$ cat src/eps_defs.vh
// constants for the encoder pulse output and scaling block
`ifndef EPS_DEFS_VH
`define EPS_DEFS_VH
// register indices, byte address is four times the index
`define EPS_IDX_TRQ_FS 10'h01A
`define EPS_IDX_PULSE 10'h01B
`define EPS_IDX_TRQ_LIM 10'h01C
`define EPS_IDX_SPD_OFS 10'h01D
`define EPS_IDX_TRQ_OFS 10'h01E
`define EPS_IDX_MON1_OFS 10'h01F
`define EPS_IDX_MON2_OFS 10'h020
`define EPS_IDX_MODE 10'h036
`define EPS_IDX_CTRL 10'h040
`define EPS_IDX_STAT 10'h041
// reset values
`define EPS_RST_TRQ_FS 16'h0064
`define EPS_RST_PULSE 16'h0FA0
`define EPS_RST_TRQ_LIM 16'h0064
`define EPS_RST_OFS 16'h0000
`define EPS_RST_MODE 16'h0000
// setting ranges
`define EPS_TRQ_FS_MAX 16'h03E8
`define EPS_TRQ_LIM_MAX 16'h0064
`define EPS_PULSE_MIN 16'h0001
`define EPS_OFS_MAX 17'sh003E7
`define EPS_OFS_MIN -17'sh003E7
// output mode field and its codes
`define EPS_MODE_HI 15
`define EPS_MODE_LO 12
`define EPS_MODE_DIV 4'h1
// control register fields
`define EPS_CTRL_CAL 0
// control modes of the drive
`define EPS_CM_POS 2'h0
`define EPS_CM_SPD 2'h1
`define EPS_CM_TRQ 2'h2
// encoder counts per motor revolution
`define EPS_ENC_RES 40'sh0000020000
// torque: mV * setting / 800 gives 0.1 % of max torque (8000 mV full scale)
`define EPS_TRQ_DIV 32'sh00000320
// analog limit: mV / 8 gives 0.1 % (8000 mV is 100 %)
`define EPS_ALIM_SHIFT 3
// internal limit percent to 0.1 % units
`define EPS_LIM_SCALE 17'sh0000A
// auto offset settle time in cycles
`define EPS_CAL_WAIT 16'h0400
`endif

$ cat src/eps_top.v
// encoder pulse emulation, torque scaling and analog offsets with an apb register file
//
// Design decisions made here: the APB slave port and the address map.
`timescale 1ns/1ps
`default_nettype none
`include "eps_defs.vh"

// Operation
// - setting counts quadrature edges, so a/b pulse count is a quarter of it
// - pulse designation mode: setting is output count per motor revolution
// - division mode: encoder resolution divided by setting per revolution
// - pulse setting range 1 to 65535, reset value 4000
// - internal torque limit 0 to 100 percent, reset 100, zero gives zero torque
// - torque mode: 8 V full scale gives max torque times setting over 100
// - signed speed command or limit offset, -999 to 999, auto calibration writes it
// - signed torque command or limit offset, reset zero, magnitude to 999
// - two monitor channel offsets, -999 to 999, reset zero
module eps_top (
    // clock and reset
    input wire core_clk_in,
    input wire nrst_in,
    // apb slave
    input wire psel_in,
    input wire penable_in,
    input wire pwrite_in,
    input wire [11:0] paddr_in,
    input wire [31:0] pwdata_in,
    output reg [31:0] prdata_out,
    output reg pready_out,
    output reg pslverr_out,
    // motor side, same clock
    input wire [16:0] motor_pos_in,
    input wire [1:0] control_mode_in,
    // analog channels in mV, signed, same clock
    input wire [15:0] torque_command_input_in,
    input wire [15:0] speed_command_input_in,
    input wire [15:0] speed_limit_input_in,
    input wire [15:0] torque_limit_input_in,
    input wire [15:0] monitor_ch1_in,
    input wire [15:0] monitor_ch2_in,
    // encoder emulation
    output reg enc_a_out,
    output reg enc_b_out,
    // scaled results
    output reg [15:0] torque_ref_out,
    output reg [15:0] speed_ref_mv_out,
    output reg [15:0] monitor_ch1_mv_out,
    output reg [15:0] monitor_ch2_mv_out
);

    localparam CAL_IDLE = 2'h0;
    localparam CAL_WAIT = 2'h1;
    localparam CAL_TAKE = 2'h2;

    // clamp a signed value into the offset range
    function [15:0] clamp_ofs;
        input signed [16:0] v;
        reg signed [16:0] c;
        begin
            if (v > `EPS_OFS_MAX) begin
                c = `EPS_OFS_MAX;
            end else if (v < `EPS_OFS_MIN) begin
                c = `EPS_OFS_MIN;
            end else begin
                c = v;
            end
            clamp_ofs = c[15:0];
        end
    endfunction

    // add a stored offset to an input sample, 17 bit result
    function signed [16:0] add_ofs;
        input [15:0] a;
        input [15:0] b;
        begin
            add_ofs = $signed({a[15], a}) + $signed({b[15], b});
        end
    endfunction

    // settings
    reg [15:0] torque_cmd_full_scale_r;
    reg [15:0] encoder_out_pulse_setting_r;
    reg [15:0] internal_torque_limit_one_r;
    reg [15:0] speed_cmd_offset_r;
    reg [15:0] torque_cmd_offset_r;
    reg [15:0] monitor_ch1_offset_r;
    reg [15:0] monitor_ch2_offset_r;
    reg [15:0] out_mode_r;
    // auto offset state
    reg [1:0] cal_state_r;
    reg [15:0] cal_cnt_r;
    // encoder emulation state
    reg [16:0] pos_prev_r;
    reg signed [39:0] acc_r;
    reg [1:0] quad_r;
    reg [15:0] edge_cnt_r;

    wire [9:0] idx = paddr_in[11:2];
    wire aligned = (paddr_in[1:0] == 2'h0);
    wire setup_ph = psel_in & ~penable_in;
    wire wr_now = psel_in & penable_in & pready_out & pwrite_in;
    wire [16:0] wr_s = {pwdata_in[15], pwdata_in[15:0]};
    wire cal_go = wr_now & aligned & (idx == `EPS_IDX_CTRL) & pwdata_in[`EPS_CTRL_CAL];
    wire torque_mode = (control_mode_in == `EPS_CM_TRQ);

    // index decode for the error path; the read mux decodes on its own
    function known_idx;
        input [9:0] i;
        begin
            case (i)
                `EPS_IDX_TRQ_FS, `EPS_IDX_PULSE, `EPS_IDX_TRQ_LIM, `EPS_IDX_SPD_OFS, `EPS_IDX_TRQ_OFS,
                `EPS_IDX_MON1_OFS, `EPS_IDX_MON2_OFS, `EPS_IDX_MODE, `EPS_IDX_CTRL, `EPS_IDX_STAT: begin
                    known_idx = 1'b1;
                end
                default: begin
                    known_idx = 1'b0;
                end
            endcase
        end
    endfunction

    // read mux, narrow registers sit in the low bits
    reg [31:0] rd_nxt;
    always @* begin
        case (idx)
            `EPS_IDX_TRQ_FS: rd_nxt = {16'h0000, torque_cmd_full_scale_r};
            `EPS_IDX_PULSE: rd_nxt = {16'h0000, encoder_out_pulse_setting_r};
            `EPS_IDX_TRQ_LIM: rd_nxt = {16'h0000, internal_torque_limit_one_r};
            `EPS_IDX_SPD_OFS: rd_nxt = {{16{speed_cmd_offset_r[15]}}, speed_cmd_offset_r};
            `EPS_IDX_TRQ_OFS: rd_nxt = {{16{torque_cmd_offset_r[15]}}, torque_cmd_offset_r};
            `EPS_IDX_MON1_OFS: rd_nxt = {{16{monitor_ch1_offset_r[15]}}, monitor_ch1_offset_r};
            `EPS_IDX_MON2_OFS: rd_nxt = {{16{monitor_ch2_offset_r[15]}}, monitor_ch2_offset_r};
            `EPS_IDX_MODE: rd_nxt = {16'h0000, out_mode_r};
            `EPS_IDX_CTRL: rd_nxt = {31'h00000000, cal_state_r != CAL_IDLE};
            `EPS_IDX_STAT: rd_nxt = {13'h0000, quad_r, cal_state_r != CAL_IDLE, edge_cnt_r};
            default: rd_nxt = 32'h00000000;
        endcase
    end

    // apb: ready in the cycle after setup, so every transfer takes two cycles
    always @(posedge core_clk_in) begin
        if (!nrst_in) begin
            pready_out <= 1'b0;
            pslverr_out <= 1'b0;
            prdata_out <= 32'h00000000;
        end else begin
            pready_out <= setup_ph & ~pready_out;
            pslverr_out <= setup_ph & ~(aligned & known_idx(idx));
            if (setup_ph & ~pwrite_in & aligned) begin
                prdata_out <= rd_nxt;
            end else if (setup_ph) begin
                prdata_out <= 32'h00000000;
            end
        end
    end

    // setting writes, out of range values are clamped rather than refused
    always @(posedge core_clk_in) begin
        if (!nrst_in) begin
            torque_cmd_full_scale_r <= `EPS_RST_TRQ_FS;
            encoder_out_pulse_setting_r <= `EPS_RST_PULSE;
            internal_torque_limit_one_r <= `EPS_RST_TRQ_LIM;
            speed_cmd_offset_r <= `EPS_RST_OFS;
            torque_cmd_offset_r <= `EPS_RST_OFS;
            monitor_ch1_offset_r <= `EPS_RST_OFS;
            monitor_ch2_offset_r <= `EPS_RST_OFS;
            out_mode_r <= `EPS_RST_MODE;
        end else begin
            if (wr_now & aligned & (idx == `EPS_IDX_TRQ_FS)) begin
                torque_cmd_full_scale_r <= (pwdata_in[15:0] > `EPS_TRQ_FS_MAX) ? `EPS_TRQ_FS_MAX : pwdata_in[15:0];
            end
            if (wr_now & aligned & (idx == `EPS_IDX_PULSE)) begin
                encoder_out_pulse_setting_r <= (pwdata_in[15:0] < `EPS_PULSE_MIN) ? `EPS_PULSE_MIN : pwdata_in[15:0];
            end
            if (wr_now & aligned & (idx == `EPS_IDX_TRQ_LIM)) begin
                internal_torque_limit_one_r <= (pwdata_in[15:0] > `EPS_TRQ_LIM_MAX) ? `EPS_TRQ_LIM_MAX : pwdata_in[15:0];
            end
            // calibration result lands in the same register software writes
            if (cal_state_r == CAL_TAKE) begin
                speed_cmd_offset_r <= clamp_ofs(-$signed({speed_command_input_in[15], speed_command_input_in}));
            end else if (wr_now & aligned & (idx == `EPS_IDX_SPD_OFS)) begin
                speed_cmd_offset_r <= clamp_ofs(wr_s);
            end
            if (wr_now & aligned & (idx == `EPS_IDX_TRQ_OFS)) begin
                torque_cmd_offset_r <= clamp_ofs(wr_s);
            end
            if (wr_now & aligned & (idx == `EPS_IDX_MON1_OFS)) begin
                monitor_ch1_offset_r <= clamp_ofs(wr_s);
            end
            if (wr_now & aligned & (idx == `EPS_IDX_MON2_OFS)) begin
                monitor_ch2_offset_r <= clamp_ofs(wr_s);
            end
            if (wr_now & aligned & (idx == `EPS_IDX_MODE)) begin
                out_mode_r <= pwdata_in[15:0];
            end
        end
    end

    // auto offset: let the input settle with 0 V applied, then take its negative
    always @(posedge core_clk_in) begin
        if (!nrst_in) begin
            cal_state_r <= CAL_IDLE;
            cal_cnt_r <= 16'h0000;
        end else begin
            case (cal_state_r)
                CAL_IDLE: begin
                    cal_cnt_r <= 16'h0000;
                    if (cal_go) begin
                        cal_state_r <= CAL_WAIT;
                    end
                end
                CAL_WAIT: begin
                    cal_cnt_r <= cal_cnt_r + 16'h0001;
                    if (cal_cnt_r == `EPS_CAL_WAIT - 16'h0001) begin
                        cal_state_r <= CAL_TAKE;
                    end
                end
                CAL_TAKE: begin
                    cal_state_r <= CAL_IDLE;
                end
                default: begin
                    cal_state_r <= CAL_IDLE;
                end
            endcase
        end
    end

    // encoder emulation: rate conversion by accumulator, one quadrature edge per cycle at most
    wire div_mode = (out_mode_r[`EPS_MODE_HI:`EPS_MODE_LO] == `EPS_MODE_DIV);
    wire [16:0] pos_diff = motor_pos_in - pos_prev_r;
    wire signed [17:0] delta = {pos_diff[16], pos_diff};
    // pulse mode adds the setting per count against the resolution, division mode the reverse
    wire signed [17:0] inc = div_mode ? 18'sh00001 : {2'b00, encoder_out_pulse_setting_r};
    wire signed [39:0] thr = div_mode ? {24'h000000, encoder_out_pulse_setting_r} : `EPS_ENC_RES;
    wire signed [35:0] step = delta * inc;
    wire signed [39:0] acc_sum = acc_r + {{4{step[35]}}, step};
    always @(posedge core_clk_in) begin
        if (!nrst_in) begin
            pos_prev_r <= 17'h00000;
            acc_r <= 40'sh0000000000;
            quad_r <= 2'h0;
            edge_cnt_r <= 16'h0000;
        end else begin
            pos_prev_r <= motor_pos_in;
            // each edge is one count of the setting, four edges make one a/b pulse
            if (acc_sum >= thr) begin
                acc_r <= acc_sum - thr;
                quad_r <= quad_r + 2'h1;
                edge_cnt_r <= edge_cnt_r + 16'h0001;
            end else if (acc_sum <= -thr) begin
                acc_r <= acc_sum + thr;
                quad_r <= quad_r - 2'h1;
                edge_cnt_r <= edge_cnt_r - 16'h0001;
            end else begin
                acc_r <= acc_sum;
            end
        end
    end

    // torque scaling and limiting in 0.1 % of max torque
    wire signed [16:0] tcmd_mv = add_ofs(torque_command_input_in, torque_cmd_offset_r);
    wire signed [16:0] alim_mv = add_ofs(torque_limit_input_in, torque_cmd_offset_r);
    wire signed [31:0] trq_prod = tcmd_mv * $signed({1'b0, torque_cmd_full_scale_r[10:0]});
    wire signed [31:0] trq_scaled = trq_prod / `EPS_TRQ_DIV;
    wire signed [16:0] int_lim = $signed({1'b0, internal_torque_limit_one_r}) * `EPS_LIM_SCALE;
    wire signed [16:0] alim_lim = (alim_mv < 17'sh00000) ? 17'sh00000 : (alim_mv >>> `EPS_ALIM_SHIFT);
    // the analog limit only narrows the internal one outside torque mode
    wire signed [16:0] lim = (!torque_mode && alim_lim < int_lim) ? alim_lim : int_lim;
    wire signed [31:0] lim_w = {{15{lim[16]}}, lim};
    // speed/limit channel by mode
    wire [15:0] spd_src = torque_mode ? speed_limit_input_in : speed_command_input_in;
    wire signed [16:0] spd_mv = add_ofs(spd_src, speed_cmd_offset_r);
    wire signed [16:0] mon1_mv = add_ofs(monitor_ch1_in, monitor_ch1_offset_r);
    wire signed [16:0] mon2_mv = add_ofs(monitor_ch2_in, monitor_ch2_offset_r);

    // registered outputs; a zero internal limit forces zero torque
    always @(posedge core_clk_in) begin
        if (!nrst_in) begin
            enc_a_out <= 1'b0;
            enc_b_out <= 1'b0;
            torque_ref_out <= 16'h0000;
            speed_ref_mv_out <= 16'h0000;
            monitor_ch1_mv_out <= 16'h0000;
            monitor_ch2_mv_out <= 16'h0000;
        end else begin
            enc_a_out <= quad_r[1];
            enc_b_out <= quad_r[1] ^ quad_r[0];
            if (!torque_mode) begin
                torque_ref_out <= lim[15:0];
            end else if (trq_scaled > lim_w) begin
                torque_ref_out <= lim[15:0];
            end else if (trq_scaled < -lim_w) begin
                torque_ref_out <= -lim[15:0];
            end else begin
                torque_ref_out <= trq_scaled[15:0];
            end
            speed_ref_mv_out <= spd_mv[15:0];
            monitor_ch1_mv_out <= mon1_mv[15:0];
            monitor_ch2_mv_out <= mon2_mv[15:0];
        end
    end

endmodule
`default_nettype wire

$ cat config.mk
export PLATFORM = sky130hd
export DESIGN_NAME = eps_top
export DESIGN_NICKNAME = d
export VERILOG_FILES = /design/src/eps_top.v
export VERILOG_INCLUDE_DIRS = /design/src /design/src/src
export SDC_FILE = /design/constraint.sdc
export NUM_CORES = 2
export LEC_CHECK = 0
export BUFFER_PORTS_ARGS = -buffer_cell sky130_fd_sc_hd__buf_2
export CAP_MARGIN = 25
export CELL_PAD_IN_SITES_DETAIL_PLACEMENT = 0
export CELL_PAD_IN_SITES_GLOBAL_PLACEMENT = 2
export CORE_MARGIN = 5
export CORE_UTILIZATION = 39
export DETAILED_ROUTE_END_ITERATION = 10
export PLACE_DENSITY_LB_ADDON = 0.3
export SLEW_MARGIN = 20
export SYNTH_ARGS = -nofsm -noshare
export SYNTH_HDL_FRONTEND = slang
export SYNTH_SLANG_ARGS = --single-unit
$ cat constraint.sdc
create_clock -name core_clk_in -period 39.3 [get_ports core_clk_in]
set_input_delay 7.86 -clock core_clk_in [delete_from_list [all_inputs] [get_ports core_clk_in]]
set_output_delay 7.86 -clock core_clk_in [all_outputs]
set_load 0.005 [all_outputs]
==> impl_metrics.ini <==
[sta]
fin_crit_ns = 35.75
hold_viol = 0
max_freq_mhz = 28.0
drv_slew = 0
worstMarginPinSlew_ns = 1.10
fin_hold_ws_ns = 0.455
finClkSkew_ns = 0.0645
rsz0062_at_grt = false
slew_headroom_pct = 25.8
finalSetupTns_ns = 0
setup_violations = 0
finalCritPeriodShare_pct = 91.0

[clock_network]
worstSkewPairLatency_ns = 0.65
cts_root_buf = clkbuf_16
tritoncts = built
cts_hold_buf = 0
cts_buffers = 43
cts_resized = 0
h-tree-depth = 2
cts_setup_buffers = 0
cts.sinks = 309
clk_path_buf_depth = 3
clk_pin_slew_ns = 0.06

[critical_path]
slowest_stage = a221oi_1
crit_path_end_kind = register
crit_required_ns = 39.78
critPathArrivalTime_ns = 36.24
path_max_fanout = 14
crit_top_cell = a21oi_1
startpoint_type = input port
path_class = in2reg
critPathMaxStageDelay_ns = 0.78

[final_layout]
multi_input_area_um2 = 36600
regArea_um2 = 6190
fin_util_pct = 43.2
fillCellCount = 12200
syn2layout_area_growth_pct = 9.81
fin_cells = 7650
final_net_count = 7106
drive_above_1_share_pct = 8.59

[detailed_routing]
met2WireLength_mm = 65.5
finalWirelength_mm = 149
detail-route-antenna-nets = 0
dr.max_layer_used = met5
drt-initial-drc-count = 2583
wl_met3_mm = 7.68
dr.pass1.iters = 6
post_drt_wl_per_cell_um = 19.5
vias = 40900
route.detailed.drc = 0
vias_per_cell = 5.35
met1_length_mm = 72.9

[worst_hold_path]
holdCritPathClass = reg2reg

[placed_design]
dp.final_hpwl_mm = 121
dp.cells = 7559
port_buffers = 247
gp_routability_congestion = 0.877

[global_routing]
antenna_found_initial = 5
overflow = 0
first_global_vias = 40900
grt_pass1_wl_mm = 238
grt_use_total_pct = 23.4
grt_max_degree = 110

[logic_synthesis]
ys_ff_latch = 309
synthFlopType = dfxtp_1
synth-adder-area-share_pct = 32.6
postSynthAreaPerCell_um2 = 7.92
synth.distinct_cells = 124
synth-xor-area-share_pct = 6.82
yosysSeqAreaShare_pct = 13.3
synth_edf_count = 0
async_reset_ff_share_pct = 0
synth_simple_gate_area_share_pct = 19.0
syn_nets = 6978
synth_top_family_by_area = adder cells
syn_inst = 5879
yosysWarnings = 0
synth-compound-area-share_pct = 18.8
synthMuxAreaShare_pct = 1.19
synth_area_um2 = 46600

[die]
io_pins = 264
rows = 126
dieArea_um2 = 126000
coreArea_um2 = 118000
dieHeight_um = 356
fp.dieW_um = 356
start_util_pct = 39.3

[job]
maxCapViolations = 0

[outcome]
status = finished, final reports clean
==> stage by stage <==
step	setup slack (ns)	cell area, um2
after floorplan	8.40	46600
after global routing	1.19	51100
final	3.55	51100
after detailed placement	3.08	49500
after global placement	2.84	49500
after CTS	3.65	51100
==> cells in the mapped netlist, types with 13 or more instances <==
library cell  number  area [um2]
inv_1            753        2830
nand2_1          729        2740
nor2_1           506        1900
ha_1             476        5960
a21oi_1          467        2340
fa_1             459        9190
dfxtp_1          309        6190
xnor2_1          245        2150
clkbuf_1         210         788
o21ai_0          173         866
o21bai_1         120         901
and2_1           108         676
xor2_1           106         928
nor3_1            99         495
nand3_1           93         465
a21o_1            79         593
nand2b_1          62         388
nor2b_1           61         382
and3_1            53         332
nand4_1           53         332
a211oi_1          52         390
a22oi_1           36         270
a31oi_1           34         213
mux2i_1           34         340
o211ai_1          34         255
nor4_1            32         200
o21ai_1           25         125
or3_1             22         138
o21a_1            21         158
nor4b_1           20         175
a221oi_1          19         166
buf_4             18         135
a222oi_1          17         170
o31ai_1           16         120
a22o_1            13         114
buf_1             13        48.8
==> layout make-up <==
cell class,instances,area share (%)
Clock buffer,57,2.36
Multi-Input combinational cell,4565,71.6
Tap cell,1600,3.91
Inverter,754,5.55
Antenna cell,8,0.0391
Sequential cell,309,12.1
Timing Repair Buffer,334,3.71
Clock inverter,23,0.707
==> routing by layer <==
layer / track usage (%) / up-vias
met5: 0 / -
met4: 5.11 / 4
met3: 3.20 / 136
met2: 37.3 / 943
met1: 33.9 / 19700
li1: - / 20100
==> kinds of logic after synthesis <==
logic type / after synthesis
buffers and inverters: 1005
XOR/XNOR: 356
flip-flops: 309
multiplexers: 50
adder cells (fa/ha/maj): 938
AND/OR/NAND/NOR: 1913
AO/OA/AOI/OAI: 1308
==> flip-flops by register name, indices dropped and copies added (netlist names), 2 cells and up <==
register,cells
speed_ref_mv_out,16
encoder_out_pulse_setting_r,16
cal_cnt_r,16
pos_prev_r,17
quad_r,2
monitor_ch1_mv_out,16
monitor_ch2_offset_r,16
cal_state_r,2
torque_cmd_offset_r,16
monitor_ch1_offset_r,16
speed_cmd_offset_r,16
internal_torque_limit_one_r,16
edge_cnt_r,16
out_mode_r,16
prdata_out,20
acc_r,40
torque_cmd_full_scale_r,16
monitor_ch2_mv_out,16
torque_ref_out,16
==> path summary, 6_finish.rpt <==
| check | startpoint | to | slack (ns) | depth (start not counted) |
|---|---|---|---|---|
| max reg2reg | torque_cmd_offset_r[0] | torque_ref_out[4] | 10.29 | 115 |
| min reg2reg | out_mode_r[9] | out_mode_r[9] | 0.45 | 2 |
| min | out_mode_r[9] | out_mode_r[9] | 0.45 | 2 |
| max | torque_command_input_in[0] | torque_ref_out[4] | 3.55 | 116 |
==> cell usage in the layout, fill, tap and decap left out, drive strengths merged, types with 23 or more instances in the layout <==
cell	instances
buf	334
clkbuf	57
nor2b	61
nand4	53
o21ai	198
nor3	104
nor2	507
o211ai	37
a21o	79
a22oi	36
a211oi	55
dfxtp	309
ha	476
a21oi	476
a31oi	35
nand2	730
and3	53
fa	459
inv	756
o21bai	120
mux2i	39
nor4	35
nand2b	62
or3	23
xor2	107
nand3	94
xnor2	249
and2	114
==> worst max-delay path, delay by kind of cell <==
kind / cells / cell delay (ns)
AOI/OAI and AO/OA: 58 / 14.70
and+or+nand+nor: 31 / 5.52
adders and majority gates: 11 / 4.55
muxes: 4 / 1.49
xor gates and xnor gates: 3 / 1.22
buffers and inverters: 9 / 0.87
Power is left out: the tool's default activity adds up to more than one toggle a clock period on the data nets, which glitch-free logic cannot reach.
